<file path="config.mk">
export PLATFORM = sky130hd
export DESIGN_NAME = card_host_port
export DESIGN_NICKNAME = d
export VERILOG_FILES = /design/src/hw/card_host_pkg.sv /design/src/hw/card_host_port.sv
export VERILOG_INCLUDE_DIRS = /design/src /design/src/hw
export SDC_FILE = /design/constraint.sdc
export NUM_CORES = 1
export LEC_CHECK = 0
export BUFFER_PORTS_ARGS = -buffer_cell sky130_fd_sc_hd__buf_2
export CAP_MARGIN = 20
export CORE_MARGIN = 3
export CORE_UTILIZATION = 57
export CTS_BUF_LIST = sky130_fd_sc_hd__clkbuf_2
export DETAILED_ROUTE_END_ITERATION = 8
export HOLD_SLACK_MARGIN = 0.1
export PLACE_DENSITY = 0.86
export SLEW_MARGIN = 5
export SYNTH_ARGS = -nofsm -noshare
export SYNTH_HDL_FRONTEND = slang
export SYNTH_SLANG_ARGS = --single-unit
</file>
<file path="constraint.sdc">
create_clock -name core_clk -period 3.25 [get_ports core_clk]
set_clock_uncertainty 0.2 [all_clocks]
set_input_delay 0.1625 -clock core_clk [delete_from_list [all_inputs] [get_ports core_clk]]
set_output_delay 0.1625 -clock core_clk [all_outputs]
set_load 0.01 [all_outputs]
</file>
<file path="src/hw/card_host_defines.svh">
// timing counts and fixed addresses for the card socket write controller
`ifndef CARD_HOST_DEFINES_SVH
`define CARD_HOST_DEFINES_SVH

`define CLK_PERIOD_NS 20
`define ADDR_SETUP_NS 30
`define ADDR_SETUP_CYC ((`ADDR_SETUP_NS + `CLK_PERIOD_NS - 1) / `CLK_PERIOD_NS)
`define WE_PULSE_NS 150
`define WE_PULSE_CYC ((`WE_PULSE_NS + `CLK_PERIOD_NS - 1) / `CLK_PERIOD_NS)
`define WE_RECOVERY_NS 30
`define WE_RECOVERY_CYC ((`WE_RECOVERY_NS + `CLK_PERIOD_NS - 1) / `CLK_PERIOD_NS)
`define RESET_PULSE_NS 10000
`define RESET_PULSE_CYC ((`RESET_PULSE_NS + `CLK_PERIOD_NS - 1) / `CLK_PERIOD_NS)
`define READY_WAIT_NS 2000
`define READY_WAIT_CYC ((`READY_WAIT_NS + `CLK_PERIOD_NS - 1) / `CLK_PERIOD_NS)
`define CONFIG_OPTION_ADDR 11'h200
`define SOFT_RESET_BIT 7

`endif

</file>
<file path="src/hw/card_host_pkg.sv">
// types shared by the card socket write controller
package card_host_pkg;

   typedef enum logic [1:0] {
      MODE_MEMORY = 2'h0,
      MODE_IO = 2'h1,
      MODE_DIRECT_ATA = 2'h2
   } mode_e;

   typedef enum logic [5:0] {
      ST_RESET = 6'h01,
      ST_READY_WAIT = 6'h02,
      ST_IDLE = 6'h04,
      ST_SETUP = 6'h08,
      ST_STROBE = 6'h10,
      ST_RECOVER = 6'h20
   } state_e;

   // levels sampled from the card connector
   typedef struct packed {
      logic waitN;
      logic rdy;
      logic wpPin;
      logic vs1N;
      logic vs2N;
   } pin_in_s;

   // decoded meaning of the card status pins
   typedef struct packed {
      logic cardReady;
      logic writeProtect;
      logic port16;
      logic word16;
      logic lowVoltCis;
      logic secondSenseOpen;
   } status_s;

endpackage

</file>
<file path="src/hw/card_host_port.sv">
// host-side controller for the card control pins: reset, write strobe, wait, status
// Summary of operation
// (RULE_01) memory and I/O modes: card reset pin is driven high to reset.
// (RULE_02) card reset pin held high from power-up gives only a power-up reset.
// (RULE_03) soft reset: host writes the soft reset bit in the option register.
// (RULE_04) direct ATA mode: card reset pin is active low.
// (RULE_05) write strobe stays low while the card holds wait low.
// (RULE_06) direct ATA mode: wait line serves as IORDY.
// (RULE_07) memory mode: strobe writes both common memory and configuration registers.
// (RULE_08) I/O mode: strobe writes configuration registers only.
// (RULE_09) direct ATA mode: write strobe is tied high and never pulsed.
// (RULE_10) memory mode: write-protect pin reads low after reset completes.
// (RULE_11) I/O mode: same pin low means 16-bit or odd-byte port.
// (RULE_12) direct ATA mode: same pin low means a word transfer is expected.
// (RULE_13) first voltage-sense pin grounded, second open, in every mode.
// (RULE_14) no access while the card is busy after power-up or reset.
// (RULE_15) pin meanings follow the mode, which changes only between accesses.
`timescale 1ns/1ns
`include "card_host_defines.svh"

module card_host_port #(
   parameter int ADDR_W = 11,
   parameter int DATA_W = 16,
   parameter int CNT_W = 16
) (
   input wire logic core_clk,
   input wire logic reset_n,
   input wire logic clkEn,
   input wire card_host_pkg::mode_e mode,
   input wire logic hwResetReq,
   input wire logic softResetReq,
   input wire logic wrReq,
   input wire logic wrAttr,
   input wire logic [ADDR_W-1:0] wrAddr,
   input wire logic [DATA_W-1:0] wrData,
   output logic reqReady,
   output logic wrDone,
   output logic resetBusy,
   output card_host_pkg::status_s status,
   output logic cardResetPin,
   output logic cardCeN,
   output logic cardRegN,
   output logic cardWeN,
   output logic [ADDR_W-1:0] cardAddr,
   output logic [DATA_W-1:0] cardDataOut,
   output logic cardDataOeN,
   input wire card_host_pkg::pin_in_s cardPins
);

   // ----------------------------------------------------------------
   // state
   // ----------------------------------------------------------------
   typedef struct packed {
      card_host_pkg::state_e st;
      card_host_pkg::mode_e mode;
      logic [CNT_W-1:0] cnt;
      logic [ADDR_W-1:0] addr;
      logic [DATA_W-1:0] data;
      logic attr;
      logic softPhase;
      logic resetActive;
      logic done;
      logic resetPin;
      logic ceN;
      logic regN;
      logic weN;
      logic dataOeN;
      card_host_pkg::pin_in_s s1;
      card_host_pkg::pin_in_s s2;
      card_host_pkg::status_s stat;
   } regs_s;

   localparam logic [CNT_W-1:0] SETUP_LAST = CNT_W'(`ADDR_SETUP_CYC - 1);
   localparam logic [CNT_W-1:0] PULSE_LAST = CNT_W'(`WE_PULSE_CYC - 1);
   localparam logic [CNT_W-1:0] RECOVER_LAST = CNT_W'(`WE_RECOVERY_CYC - 1);
   localparam logic [CNT_W-1:0] RESET_LAST = CNT_W'(`RESET_PULSE_CYC - 1);
   localparam logic [CNT_W-1:0] READY_LAST = CNT_W'(`READY_WAIT_CYC - 1);
   localparam logic [ADDR_W-1:0] OPTION_ADDR = ADDR_W'(`CONFIG_OPTION_ADDR);
   localparam logic [DATA_W-1:0] SOFT_SET = DATA_W'(1) << `SOFT_RESET_BIT;

   regs_s r;
   regs_s next_r;
   logic rstMeta;
   logic rstSync;

   // ----------------------------------------------------------------
   // helpers
   // ----------------------------------------------------------------
   // which writes the strobe may carry in a given mode
   function automatic logic writeAllowed(input card_host_pkg::mode_e m, input logic attr);
      case (m)
         card_host_pkg::MODE_MEMORY: writeAllowed = 1'b1; // [RULE_07]
         card_host_pkg::MODE_IO: writeAllowed = attr; // [RULE_08]
         default: writeAllowed = 1'b0; // [RULE_09]
      endcase
   endfunction

   // decode the shared status pins by mode
   function automatic card_host_pkg::status_s decodeStatus(input card_host_pkg::mode_e m,
                                                          input card_host_pkg::pin_in_s p,
                                                          input logic idle);
      card_host_pkg::status_s s;
      s = '0;
      s.cardReady = idle;
      s.writeProtect = (m == card_host_pkg::MODE_MEMORY) && p.wpPin; // [RULE_10]
      s.port16 = (m == card_host_pkg::MODE_IO) && !p.wpPin; // [RULE_11]
      s.word16 = (m == card_host_pkg::MODE_DIRECT_ATA) && !p.wpPin; // [RULE_12]
      s.lowVoltCis = !p.vs1N; // [RULE_13]
      s.secondSenseOpen = p.vs2N; // [RULE_13]
      decodeStatus = s;
   endfunction

   // ----------------------------------------------------------------
   // reset release
   // ----------------------------------------------------------------
   always_ff @(posedge core_clk or negedge reset_n) begin
      if (!reset_n) begin
         rstMeta <= 1'b0;
         rstSync <= 1'b0;
      end else if (clkEn) begin
         rstMeta <= 1'b1;
         rstSync <= rstMeta;
      end
   end

   // ----------------------------------------------------------------
   // next state
   // ----------------------------------------------------------------
   always_comb begin
      logic active;
      active = 1'b0;
      next_r = r;
      next_r.s1 = cardPins;
      next_r.s2 = r.s1;
      next_r.done = 1'b0;
      case (r.st)
         card_host_pkg::ST_RESET: begin
            next_r.resetActive = 1'b1;
            if (r.cnt == '0) begin
               next_r.resetActive = 1'b0;
               next_r.cnt = READY_LAST;
               next_r.st = card_host_pkg::ST_READY_WAIT;
            end else begin
               next_r.cnt = r.cnt - CNT_W'(1);
            end
         end
         card_host_pkg::ST_READY_WAIT: begin
            // only memory mode has a busy pin; other modes wait a fixed time
            if (r.mode == card_host_pkg::MODE_MEMORY) begin
               if (r.s2.rdy) begin
                  next_r.st = card_host_pkg::ST_IDLE; // [RULE_14]
               end
            end else if (r.cnt == '0) begin
               next_r.st = card_host_pkg::ST_IDLE; // [RULE_14]
            end else begin
               next_r.cnt = r.cnt - CNT_W'(1);
            end
         end
         card_host_pkg::ST_IDLE: begin
            next_r.mode = mode; // [RULE_15]
            if (hwResetReq) begin
               next_r.cnt = RESET_LAST;
               next_r.st = card_host_pkg::ST_RESET;
            end else if (softResetReq && mode != card_host_pkg::MODE_DIRECT_ATA) begin
               next_r.addr = OPTION_ADDR; // [RULE_03]
               next_r.data = SOFT_SET;
               next_r.attr = 1'b1;
               next_r.softPhase = 1'b1;
               next_r.cnt = SETUP_LAST;
               next_r.st = card_host_pkg::ST_SETUP;
            end else if (wrReq && writeAllowed(mode, wrAttr)) begin
               next_r.addr = wrAddr;
               next_r.data = wrData;
               next_r.attr = wrAttr;
               next_r.cnt = SETUP_LAST;
               next_r.st = card_host_pkg::ST_SETUP;
            end
         end
         card_host_pkg::ST_SETUP: begin
            if (r.cnt == '0) begin
               next_r.cnt = PULSE_LAST;
               next_r.st = card_host_pkg::ST_STROBE;
            end else begin
               next_r.cnt = r.cnt - CNT_W'(1);
            end
         end
         card_host_pkg::ST_STROBE: begin
            if (r.cnt != '0) begin
               next_r.cnt = r.cnt - CNT_W'(1);
            end else if (r.s2.waitN) begin
               next_r.cnt = RECOVER_LAST; // [RULE_05] [RULE_06]
               next_r.st = card_host_pkg::ST_RECOVER;
            end
         end
         card_host_pkg::ST_RECOVER: begin
            if (r.cnt != '0) begin
               next_r.cnt = r.cnt - CNT_W'(1);
            end else if (r.softPhase && r.data != '0) begin
               // second write releases the soft reset bit again
               next_r.data = '0; // [RULE_03]
               next_r.cnt = SETUP_LAST;
               next_r.st = card_host_pkg::ST_SETUP;
            end else if (r.softPhase) begin
               next_r.softPhase = 1'b0;
               next_r.cnt = READY_LAST;
               next_r.st = card_host_pkg::ST_READY_WAIT; // [RULE_14]
            end else begin
               next_r.done = 1'b1;
               next_r.st = card_host_pkg::ST_IDLE;
            end
         end
         default: begin
            next_r.cnt = RESET_LAST;
            next_r.st = card_host_pkg::ST_RESET;
         end
      endcase
      active = (next_r.st == card_host_pkg::ST_SETUP) ||
               (next_r.st == card_host_pkg::ST_STROBE) ||
               (next_r.st == card_host_pkg::ST_RECOVER);
      // active high in card modes, active low in direct ATA mode
      next_r.resetPin = next_r.resetActive ^
                        (next_r.mode == card_host_pkg::MODE_DIRECT_ATA); // [RULE_01] [RULE_04]
      next_r.ceN = !active;
      next_r.regN = !(active && next_r.attr);
      next_r.dataOeN = !active;
      next_r.weN = (next_r.st != card_host_pkg::ST_STROBE) ||
                   (next_r.mode == card_host_pkg::MODE_DIRECT_ATA); // [RULE_09] [RULE_05]
      next_r.stat = decodeStatus(next_r.mode, r.s2, next_r.st == card_host_pkg::ST_IDLE);
   end

   // ----------------------------------------------------------------
   // registers
   // ----------------------------------------------------------------
   always_ff @(posedge core_clk or negedge rstSync) begin
      if (!rstSync) begin
         r.st <= card_host_pkg::ST_RESET;
         r.mode <= card_host_pkg::MODE_MEMORY;
         r.cnt <= RESET_LAST;
         r.addr <= '0;
         r.data <= '0;
         r.attr <= 1'b0;
         r.softPhase <= 1'b0;
         r.resetActive <= 1'b1;
         r.done <= 1'b0;
         // card modes see a reset held since power-up as the power-up reset only
         r.resetPin <= 1'b1; // [RULE_02]
         r.ceN <= 1'b1;
         r.regN <= 1'b1;
         r.weN <= 1'b1;
         r.dataOeN <= 1'b1;
         r.s1 <= '0;
         r.s2 <= '0;
         r.stat <= '0;
      end else if (clkEn) begin
         r <= next_r;
      end
   end

   // ----------------------------------------------------------------
   // outputs
   // ----------------------------------------------------------------
   assign reqReady = (r.st == card_host_pkg::ST_IDLE); // [RULE_14]
   assign resetBusy = (r.st == card_host_pkg::ST_RESET) ||
                      (r.st == card_host_pkg::ST_READY_WAIT);
   assign wrDone = r.done;
   assign status = r.stat;
   assign cardResetPin = r.resetPin;
   assign cardCeN = r.ceN;
   assign cardRegN = r.regN;
   assign cardWeN = r.weN;
   assign cardAddr = r.addr;
   assign cardDataOut = r.data;
   assign cardDataOeN = r.dataOeN;

endmodule

</file>
==> metrics.md, run 1 <==
| Metric | Value |
|---|---|
| Switch share | a little over a third |
| Starting Density | between 60% and 70% |
| Final setup fails | 0 |
| Drc violations | 0 |
| Max-Cap Viols | 0 |
| Required time of the worst setup path | between 3000 and 4000 ps |
| Post-Synth Adder-Cell Area | less than 1% |
| Main area contributors after synthesis | dfrtp_1 (38%), dfstp_2 (8.1%), buf_4 (6.1%) |
| Vias | roughly 4,100 |
| GRT Util Overall | 31.1% |
| Avg Inst Size Synth | a little over 9 um2 |
| Reg clk slew, reported paths | around 270 ps |
| Crit path cell chain | nor3_2 -> nand3_1 -> mux2i_1 -> nand4_1 -> dlygate4sd3_1 -> o21ai_0 -> dlygate4sd3_1 |
| NumNets Final | 610 |
| Die H | ~92 um |
| Post-Synth XOR/XNOR Area | less than 1% |
| Tightest Pin Transition | roughly 1000 ps |
| Status | finished, final reports clean |
| Cell Area, Placed | approximately 4500 um2 |
| Cell count of the worst reg-to-reg path | 7 |
| Antenna fix cells | 0 |
| Static Leakage | about 2.3 nW |
| Layout cells sized above 1 | between 20% and 30% |
| Clk root buf | clkbuf_2 |
| Final hold slack | 133 ps |
| H-tree depth | 3 |
| Largest net degree at the start of global routing | 46 |
| Routed vias/inst | between 6 and 7 |
| Hold Vio Cnt, Final | 0 |
| DRT antenna net count | 0 |
| CP Buf/Inv Count | 2 |
| First-pass GRT wire length | roughly 21,000 um |
| Startpoint types | register |
| # clock sinks | 77 |
| Synth area leader | dfrtp_1 |
| WL/cell | around 19 um |
| Top Ports | slightly above 80 |
| Row count | 30 |
| Cell Area, Synth | 4220 um2 |
| Layout Utilization | between 70% and 80% |
| Num CTS Buffers | 9 |
| Delay-heaviest family, CP | buffers and inverters |
| Critical path class | register to register |
| Vias in the first global route | 4,140 |
| Area Overhead vs Synth | 24.6% |
| Power Density | around 460 nW/um2 |
| Most frequent cell after synthesis | dfrtp_1 |
| Cell count after placement | between 500 and 600 |
| Clock power share | approximately a quarter |
| Fmax | 316 MHz |
| Post-synth ARST share | between 90% and 100% |
| Levels on crit path | 7 |
| Top FF cell, synth | dfrtp_1 |
| Number of port buffers | just over 80 |
| Yosys Warn Count | 0 |
| Initial antenna violation count | 0 |
| Clk_lat worst skew | 550 ps |
| Drt first-iter violations | a little under 400 |
| Grt ovf | 0 |
| Crit path DAT | ~3400 ps |
| Logic pwr share | 25.6% |
| Synthesized flop and latch total | 77 |
| CP Max Fanout | 11 |
| Largest family of logic cells by synthesized area | simple AND/OR/NAND/NOR gates |
| Class of the worst hold path | register to asynchronous set/reset pin |
| Final instance count without filler cells | 669 |
| Worst path most repeated cell | dlygate4sd3_1 |
| 1st-pass router iterations | 5 |
| Critical path's slowest cell | dlygate4sd3_1 |
| Fin crit share | about 97% |
| Sequential power share | about half |
| Placeable Area | 6980 um2 |
| Post-Layout Inst Area | ~5300 um2 |
| Area of the die | 8470 um2 |
| CTS tree | done |
| Post-Syn Nets | around 500 |
| Mux cell area share after synthesis | approximately 4.2% |
| Minimum clock period | 3160 ps |
| Slew Limit Fails | 0 |
| Int Pwr | 1.58 mW |
| Relative slew slack | 31.4% |
| Switching power | about 840 uW |
| Sequential area share after synthesis | a little under half |
| Final WL | around 13,000 um |
| VDD IR max | around 0.00027 V |
| Simple logic cell fraction of the synthesized area | around a fifth |
| Number of synthesized flops with an enable pin | 0 |
| Compound-Gate Fraction of Synth Area | 18.4% |
| Tot Pwr | 2.42 mW |
| Placer congestion estimate | a little under 0.9 |
| Post-synth top cells | dfrtp_1 (64), o21ai_0 (46), nand2_1 (40), buf_4 (34), inv_1 (31) |
| Crit end category | register |
| Mapped Cells | around 460 |
| Cell variety after synth | 62 |
| Worst stage delay on the critical path | around 600 ps |
| Max Buffers Root-to-Sink | 2 |
| Top cell type's share of synthesized area | between 30% and 40% |
| Die width | roughly 92 um |
| DP Wirelength | 6920 um |
## power groups by stage
stage / Sequential, mW / Clock, mW / Combinational (mW)
floorplan: 1.19 / 0 / 0.421
global placement: 1.21 / 0 / 0.512
detailed placement: 1.21 / 0 / 0.532
CTS: 1.19 / 0.589 / 0.595
global route: 1.21 / 0.644 / 0.681
finish: 1.20 / 0.600 / 0.620
## per-layer routing
layer | track usage, % | vias up | wire length, um
li1 | - | 1809 | -
met1 | 36.0 | 1944 | 4600
met2 | 53.8 | 271 | 6370
met3 | 6.23 | 74 | 978
met4 | 17.0 | 0 | 646
met5 | 0 | - | 0
## registers in the layout (all words and copies together) (netlist names)
name and count:
cardAddr 11, cardDataOeN 1, cardDataOut 16, cardRegN 1, cardResetPin 1, cardWeN 1, next_r 6, r 31
rstMeta 1, rstSync 1, status 6, wrDone 1
## kinds of logic after synthesis
| kind of cell | count (synthesis) |
|---|---|
| compound gates | 120 |
| flops | 77 |
| simple gates | 153 |
| fa+ha+maj | 1 |
| xor+xnor | 3 |
| buf+inv | 85 |
| mux | 16 |
## cell usage in the layout, fill, tap and decap left out, types with 2 or more instances in the layout
cell type      Yosys  routed
buf_2              1      81
a31oi_1            9       9
o21bai_1           2       2
dlygate4sd3_1      0      63
o21ai_0           46      46
and2_1             3       3
nand3_1           21      21
a21oi_1           22      22
xor2_1             2       2
o41ai_1            3       3
a32o_1             2       2
or4_1              4       4
nor3b_1            4       3
o22ai_2            3       3
nor2_2             2       2
nand4_1            3       3
nor4b_1            2       2
a22oi_1            3       3
nor3_1            11      10
inv_6              0       2
or3_1              2       2
or4_4              2       2
dfstp_2           13      13
nor3_2             1       2
a21o_1             4       4
nor4_1            10      10
or2_2              4       4
nor3b_2            1       2
dfrtp_1           64      63
a211oi_1           6       6
clkbuf_2           0       9
nand2_1           40      40
o31ai_1            5       5
nor2_1            30      30
nand2b_1           7       7
buf_4             34      12
inv_1             31      31
mux2_2            14      14
## worst register-to-register path: stages (launching register included)
cell	delay, ps
dfrtp_1	560
nor3_2	310
nand3_1	270
mux2i_1	390
nand4_1	150
dlygate4sd3_1	590
o21ai_0	90
dlygate4sd3_1	570
## repair_timing
action                     4_1_cts  5_1_grt
hold buffers                    63        0
hold endpoints to repair        63        0
setup endpoints to repair        0        2
gates resized for setup          0        2
setup buffers                    0        0
## final cells by class
class,count,area (um2)
tap,96,120
inverter,31,116
clock inverter,7,91.3
sequential,77,1940
clock buffer,9,45.0
fill,438,1730
multi-input combinational,293,1810
timing repair buffer,156,1130
## metrics by stage
stage	worst slack, ps	TNS, ps
2_1_floorplan	453	0
3_3_place_gp	384	0
3_5_place_dp	329	0
4_1_cts	175	0
5_1_grt	-25.4	-37.5
6_report	88.7	0
## final timing paths
kind                                               end                start  slack, ps
min                              next_r[6]$_DFFE_PN0P_  rstSync$_DFFE_PN0P_        130
min in group core_clk      cardDataOut[10]$_DFFE_PN0P_           wrData[10]        160
max reg2reg                      status[4]$_DFFE_PN0P_    r[74]$_DFFE_PN0P_         90
min reg2reg                      next_r[6]$_DFFE_PN0P_  rstSync$_DFFE_PN0P_        130
max                              status[4]$_DFFE_PN0P_    r[74]$_DFFE_PN0P_         90
max in group asynchronous            r[56]$_DFFE_PN1P_  rstSync$_DFFE_PN0P_       1620
(Power assumes the default switching activity.)
==> inputs of run 2 (changes only) <==
ABC_AREA = 1   (was default)
CORE_UTILIZATION = 59   (was 57)
PLACE_DENSITY = 0.87   (was 0.86)
==> run 2 against run 1 <==
Compared with the run above:
- combinational power is 5.8% lower
- wire length grew 13%
- highest routed layer unchanged
- cell area rose by 11%
- worst hold slack better by 45 ps
- synthesized cell count increased by 48%
==> metrics.md, run 2 <==
| Metric | Value |
|---|---|
| Main area contributors after synthesis | dfrtp_1 (33%), nand2_1 (18%), dfstp_2 (7.1%) (was dfrtp_1 (38%), dfstp_2 (8.1%), buf_4 (6.1%)) |
| 1st-pass router iterations | 5 (unchanged) |
| Relative slew slack | 40.4% (was 31.4%) |
| Logic pwr share | 25.8% (was 25.6%) |
| Crit path DAT | 3060 ps (was 3440 ps) |
| Die width | 96.5 um (was 92.0 um) |
| Drt first-iter violations | 451 (was 394) |
| Vias | 4,923 (was 4,098) |
| Post-synth top cells | nand2_1 (234), nor2_1 (78), dfrtp_1 (64), inv_1 (62), nand3_1 (45) (was dfrtp_1 (64), o21ai_0 (46), nand2_1 (40), buf_4 (34), inv_1 (31)) |
| Die H | 96.5 um (was 92.0 um) |
| Hold Vio Cnt, Final | 0 (unchanged) |
| Switching power | 793 uW (was 844 uW) |
| DRT antenna net count | 0 (unchanged) |
| Initial antenna violation count | 1 (was 0) |
| Startpoint types | register (unchanged) |
| Routed vias/inst | 5.51 (was 6.13) |
| Cts hold-fix bufs | 68 (was 63) |
| Crit end category | register (unchanged) |
| Switch share | 35.0% (was 34.9%) |
| CP Max Fanout | 17 (was 11) |
| Yosys Warn Count | 0 (unchanged) |
| Area of the die | 9310 um2 (was 8470 um2) |
| Cell variety after synth | 38 (was 62) |
| Dpl ws | 634 ps (was 329 ps) |
| H-tree depth | 3 (unchanged) |
| Sequential power share | 50.6% (was 49.6%) |
| Slew Limit Fails | 0 (unchanged) |
| CTS tree | done (unchanged) |
| Sequential area share after synthesis | 40.2% (was 46.1%) |
| Cell Area, Synth | 4830 um2 (was 4220 um2) |
| Placer congestion estimate | 0.973 (was 0.875) |
| # clock sinks | 77 (unchanged) |
| Synth area leader | dfrtp_1 (unchanged) |
| Critical path's slowest cell | nor4_4 (was dlygate4sd3_1) |
| Setup TNS | 0 ps (unchanged) |
| Num CTS Buffers | 9 (unchanged) |
| Final setup fails | 0 (unchanged) |
| NumNets Final | 828 (was 610) |
| Most frequent cell after synthesis | nand2_1 (was dfrtp_1) |
| DP Wirelength | 8820 um (was 6920 um) |
| Placeable Area | 7850 um2 (was 6980 um2) |
| Required time of the worst setup path | 3470 ps (was 3530 ps) |
| Avg Inst Size Synth | 7.18 um2 (was 9.27 um2) |
| Vias in the first global route | 4,785 (was 4,140) |
| Row count | 32 (was 30) |
| Number of synthesized flops with an enable pin | 0 (unchanged) |
| Clk_lat worst skew | 530 ps (was 550 ps) |
| Max-Cap Viols | 0 (unchanged) |
| Top cell type's share of synthesized area | 33.2% (was 38.0%) |
| Drc violations | 0 (unchanged) |
| Reg clk slew, reported paths | 220 ps (was 270 ps) |
| Top FF cell, synth | dfrtp_1 (unchanged) |
| Fmax | 353 MHz (was 316 MHz) |
| RSZ-0062 raised after global routing | false |
| Most frequent cells in the layout | nand2_1 (234), buf_2 (81), nor2_1 (78) (was buf_2 (81), dfrtp_1 (63), dlygate4sd3_1 (63)) |
| Synthesized flop and latch total | 77 (unchanged) |
| Post-synth ARST share | 100% (unchanged) |
| Clock power share | 23.5% (was 24.8%) |
| VDD IR max | 0.000191 V (was 0.000271 V) |
| Fin crit share | 87.2% (was 97.3%) |
| Worst stage delay on the critical path | 680 ps (was 590 ps) |
| Tightest Pin Transition | 887 ps (was 1030 ps) |
| CP Buf/Inv Count | 1 (was 2) |
| Crit path cell chain | nor2_4 -> nand2_2 -> nor2_8 -> nor4_4 -> nand2_1 -> dlygate4sd3_1 -> o21ai_2 (was nor3_2 -> nand3_1 -> mux2i_1 -> nand4_1 -> dlygate4sd3_1 -> o21ai_0 -> dlygate4sd3_1) |
| Int Pwr | 1.47 mW (was 1.58 mW) |
| Static Leakage | 3.08 nW (was 2.26 nW) |
| Class of the worst hold path | register to asynchronous set/reset pin (unchanged) |
| CTS-repair resized insts | 0 (unchanged) |
| Post-CTS Setup Inserts | 0 (unchanged) |
| Mapped Cells | 673 (was 455) |
| Number of port buffers | 81 (unchanged) |
| Grt ovf | 0 (unchanged) |
| Starting Density | 61.5% (was 60.4%) |
| Largest net degree at the start of global routing | 33 (was 46) |
| Top Ports | 82 (unchanged) |
| Layout cells sized above 1 | 20.2% (was 27.4%) |
| WL/cell | 15.9 um (was 18.8 um) |
| Commonest non-fill, non-tap cell in the layout | nand2_1 (was buf_2) |
| Power Density | 388 nW/um2 (was 461 nW/um2) |
| First-pass GRT wire length | 22,300 um (was 20,800 um) |
| Max FFs per register | 31 (unchanged) |
| Delay-heaviest family, CP | simple AND/OR/NAND/NOR gates (was buffers and inverters) |
| Top reg by flops | r (unchanged) |
| Final WL | 14,200 um (was 12,600 um) |
| Area Overhead vs Synth | 20.8% (was 24.6%) |
| Max Buffers Root-to-Sink | 2 (unchanged) |
| Status | finished, final reports clean (unchanged) |
| Clk root buf | clkbuf_2 (unchanged) |
| Worst Setup Slack, final | 415 ps (was 88.7 ps) |
| Minimum clock period | 2830 ps (was 3160 ps) |
| Post-Syn Nets | 715 (was 497) |
| Critical path class | register to register (unchanged) |
| GRT Util Overall | 31.4% (was 31.1%) |
[run 2: cell types whose count changed in the layout (fill, tap and decap cells not counted), moves of 10 or more]
| cell | delta |
|---|---|
| nand2_1 | +194 |
| nor2_1 | +48 |
| inv_1 | +31 |
| nand3_1 | +24 |
| o21ai_0 | -20 |
| o21ai_2 | +17 |
| mux2_2 | -14 |
| a21oi_1 | -12 |
| nor4_1 | -10 |
[run 2: final timing paths]
| check | slack [ps] | end | cells past startpoint | startpoint |
|---|---|---|---|---|
| setup / recovery | 420 | cardDataOut[1]$_DFFE_PN0P_ | 7 | r[70]$_DFFE_PN1P_ |
| hold / removal | 180 | cardResetPin$_DFFE_PN1P_ | 0 | rstSync$_DFFE_PN0P_ |
| setup reg to reg | 420 | cardDataOut[1]$_DFFE_PN0P_ | 7 | r[70]$_DFFE_PN1P_ |
| hold reg to reg | 180 | cardResetPin$_DFFE_PN1P_ | 0 | rstSync$_DFFE_PN0P_ |
| max in group asynchronous | 1490 | cardAddr[1]$_DFFE_PN0P_ | 1 | rstSync$_DFFE_PN0P_ |
| min in group core_clk | 190 | cardAddr[10]$_DFFE_PN0P_ | 5 | wrReq |
[run 2: power by group through the flow]
stage	logic (mW)	clock network, mW	registers, mW
global route	0.651	0.585	1.16
global placement	0.485	0	1.16
finish	0.584	0.532	1.15
CTS	0.565	0.540	1.14
detailed placement	0.500	0	1.16
floorplan	0.371	0	1.16
[run 2: metal layers]
layer,wire length (um),part of all wire [%],global-route usage (%)
met4,481,3.4,16.1
met1,5590,39,37.1
met3,1250,8.8,5.42
met5,0,0,0
met2,6860,48,54.6
[run 2: area by class of cell]
type	count	area, um2
multi-input cells	478	2270
fillers	561	2020
flip-flops and latches	77	1940
repair buffers	154	1120
inverters	66	250
well taps	102	128
clock inverters	6	63.8
clock buffers	10	50.0
diodes	1	2.50
[run 2: kinds of logic (layout without fill, tap and decap cells)]
group | count (synthesis) | count (layout) | synth area share [%]
simple gates | 395 | 395 | 35.5
buf+inv | 118 | 236 | 12.8
flops | 77 | 77 | 40.2
compound gates | 74 | 74 | 9.77
xor+xnor | 8 | 8 | 1.45
fa+ha+maj | 1 | 1 | 0.259
other cells | 0 | 1 | 0
[run 2: worst register-to-register path: stages (launching register included)]
cell	delay (ps)
dfstp_2	620
nor2_4	70
nand2_2	120
nor2_8	90
nor4_4	680
nand2_1	180
dlygate4sd3_1	640
o21ai_2	130
[run 2: stage by stage]
| stage | utilization, % | hold slack, ps | instance area, um2 | instances | power (mW) |
|---|---|---|---|---|---|
| 3_3_place_gp | 64.2 | -253 | 5030 | 809 | 1.64 |
| 6_report | 74.3 | 178 | 5830 | 894 | 2.26 |
| 2_1_floorplan | - | -333 | 4830 | 673 | 1.53 |
| 3_5_place_dp | 64.2 | -245 | 5030 | 809 | 1.66 |
| 4_1_cts | 74.3 | 151 | 5830 | 893 | 2.25 |
| 5_1_grt | 74.3 | 188 | 5830 | 894 | 2.39 |
==> inputs of run 3 (changes only) <==
PLACE_DENSITY = default   (was 0.87)
PLACE_DENSITY_LB_ADDON = 0.15   (was default)
==> run 3 against run 2 <==
Compared with the run above:
- count of clock-buffer cells in the layout unchanged
- cell area up 1.0%
- clock power down 15%
- non-clock buffer count up 8
- global-route usage down 1.1 points
- wire length down 3.3%
- critical endpoint is now cardRegN$_DFFE_PN1P_
- sequential power about the same
==> metrics.md, run 3 (synthesized netlist as in run 2, its figures left out) <==
| Metric | Value |
|---|---|
| Crit path cell chain | dlygate4sd3_1 -> buf_2 -> inv_1 -> o21ai_2 -> dlygate4sd3_1 -> nand2_2 -> inv_2 -> nor2_4 -> o21ai_0 -> dlygate4sd3_1 -> nand2_1 -> dlygate4sd3_1 -> nand2_1 -> o21ai_0 -> nand2_1 (was nor2_4 -> nand2_2 -> nor2_8 -> nor4_4 -> nand2_1 -> dlygate4sd3_1 -> o21ai_2) |
| Die H | 96.5 um (unchanged) |
| Vias in the first global route | 4,608 (was 4,785) |
| Initial antenna violation count | 0 (was 1) |
| NumNets Final | 836 (was 828) |
| Layout cells sized above 1 | 20.5% (was 20.2%) |
| Startpoint types | input pin (was register) |
| CTS tree | done (unchanged) |
| DP Wirelength | 8530 um (was 8820 um) |
| Worst path most repeated cell | dlygate4sd3_1 |
| Crit path DAT | 3450 ps (was 3060 ps) |
| Clk_lat worst skew | 540 ps (was 530 ps) |
| Static Leakage | 3.10 nW (was 3.08 nW) |
| Grt ovf | 0 (unchanged) |
| Setup TNS | 0 ps (unchanged) |
| Class of the worst hold path | register to asynchronous set/reset pin (unchanged) |
| Largest net degree at the start of global routing | 34 (was 33) |
| Max FFs per register | 31 (unchanged) |
| Max-Cap Viols | 0 (unchanged) |
| Starting Density | 61.5% (unchanged) |
| Status | finished, final reports clean (unchanged) |
| Clk root buf | clkbuf_2 (unchanged) |
| Relative slew slack | 43.3% (was 40.4%) |
| DRT antenna net count | 0 (unchanged) |
| Fin crit share | 96.5% (was 87.2%) |
| Placer congestion estimate | 0.961 (was 0.973) |
| GRT Util Overall | 30.3% (was 31.4%) |
| Final setup fails | 0 (unchanged) |
| Reg clk slew, reported paths | 250 ps (was 220 ps) |
| WL/cell | 15.2 um (was 15.9 um) |
| Antenna fix cells | 0 (was 1) |
| Area Overhead vs Synth | 22.0% (was 20.8%) |
| Slew Limit Fails | 0 (unchanged) |
| Drc violations | 0 (unchanged) |
| Number of port buffers | 81 (unchanged) |
| Critical path's slowest cell | dlygate4sd3_1 (was nor4_4) |
| 1st-pass router iterations | 5 (unchanged) |
| # clock sinks | 77 (unchanged) |
| Tightest Pin Transition | 844 ps (was 887 ps) |
| First-pass GRT wire length | 21,700 um (was 22,300 um) |
| Power Density | 374 nW/um2 (was 388 nW/um2) |
| Worst stage delay on the critical path | 580 ps (was 680 ps) |
| Placeable Area | 7850 um2 (unchanged) |
| Critical path class | input pin to register (was register to register) |
| Minimum clock period | 3140 ps (was 2830 ps) |
| Drt first-iter violations | 345 (was 451) |
| Row count | 32 (unchanged) |
| Final hold slack | 145 ps (was 178 ps) |
| Max Buffers Root-to-Sink | 2 (unchanged) |
| Vias | 4,809 (was 4,923) |
| H-tree depth | 3 (unchanged) |
| Die width | 96.5 um (unchanged) |
| Hold Vio Cnt, Final | 0 (unchanged) |
| Most frequent cells in the layout | nand2_1 (233), buf_2 (81), nor2_1 (77) (was nand2_1 (234), buf_2 (81), nor2_1 (78)) |
| Top Ports | 82 (unchanged) |
| Fmax | 319 MHz (was 353 MHz) |
| Final WL | 13,700 um (was 14,200 um) |
| Required time of the worst setup path | 3560 ps (was 3470 ps) |
| Commonest non-fill, non-tap cell in the layout | nand2_1 (unchanged) |
| CP Max Fanout | 4 (was 17) |
| Crit end category | register (unchanged) |
| Reg2reg setup slack | 280 ps (was 420 ps) |
| Area of the die | 9310 um2 (unchanged) |
| Top reg by flops | r (unchanged) |
| Num CTS Buffers | 9 (unchanged) |
| VDD IR max | 0.000240 V (was 0.000191 V) |
| Routed vias/inst | 5.34 (was 5.51) |
| RSZ-0062 raised after global routing | false (unchanged) |
| Fillers | 592 (was 561) |
[run 3: routing by layer]
metal  GRT usage [%]  share of wire (%)
met5               0                  0
met4            10.0                2.0
met3            4.65                6.6
met2            51.5                 49
met1            39.5                 42
[run 3: area by class of cell]
class                           instances  area (um2)  area share [%]
Timing Repair Buffer                  162        1200            20.3
Multi-Input combinational cell        478        2280            38.7
Tap cell                              102         128            2.17
Sequential cell                        77        1940            33.0
Clock buffer                           10        50.0           0.850
Inverter                               66         250            4.25
Clock inverter                          6        40.0           0.680
[run 3: what timing repair did]
item,4_1_cts,5_1_grt
hold buffers,74,0
setup buffers,0,2
setup endpoints to repair,0,2
endpoints found under the hold margin,66,0
gates resized for setup,0,4
[run 3: power breakdown]
group / total, mW / internal, mW / switching (mW)
combinational: 0.594 / 0.238 / 0.357
clock: 0.454 / 0.101 / 0.353
sequential: 1.16 / 1.07 / 0.0895
[run 3: path summary, 6_finish.rpt]
kind                                startpoint                       end  cells past startpoint
min in group core_clk                    wrReq  cardAddr[10]$_DFFE_PN0P_                      5
setup / recovery                       mode[1]      cardRegN$_DFFE_PN1P_                     15
hold / removal             rstSync$_DFFE_PN0P_     next_r[0]$_DFFE_PN0P_                      0
setup reg to reg             r[74]$_DFFE_PN0P_      cardRegN$_DFFE_PN1P_                     10
hold reg to reg            rstSync$_DFFE_PN0P_     next_r[0]$_DFFE_PN0P_                      0
max in group asynchronous  rstSync$_DFFE_PN0P_         r[22]$_DFFE_PN1P_                      1
[run 3: through the flow]
| step | instances | total power, mW | utilization (%) | setup slack [ps] | instance area, um2 |
|---|---|---|---|---|---|
| CTS | 899 | 2.19 | 74.7 | 53.4 | 5870 |
| floorplan | 673 | 1.53 | - | 749 | 4830 |
| detailed placement | 809 | 1.67 | 64.2 | 709 | 5030 |
| global route | 901 | 2.33 | 75.1 | 2.54 | 5890 |
| global placement | 809 | 1.65 | 64.2 | 858 | 5030 |
| finish | 901 | 2.20 | 75.1 | 114 | 5890 |
[run 3: critical path: cells and delay by family]
kind                   cells  cell delay, ps
and+or+nand+nor            5             450
AOI/OAI and AO/OA          3             310
buffers and inverters      7            2540
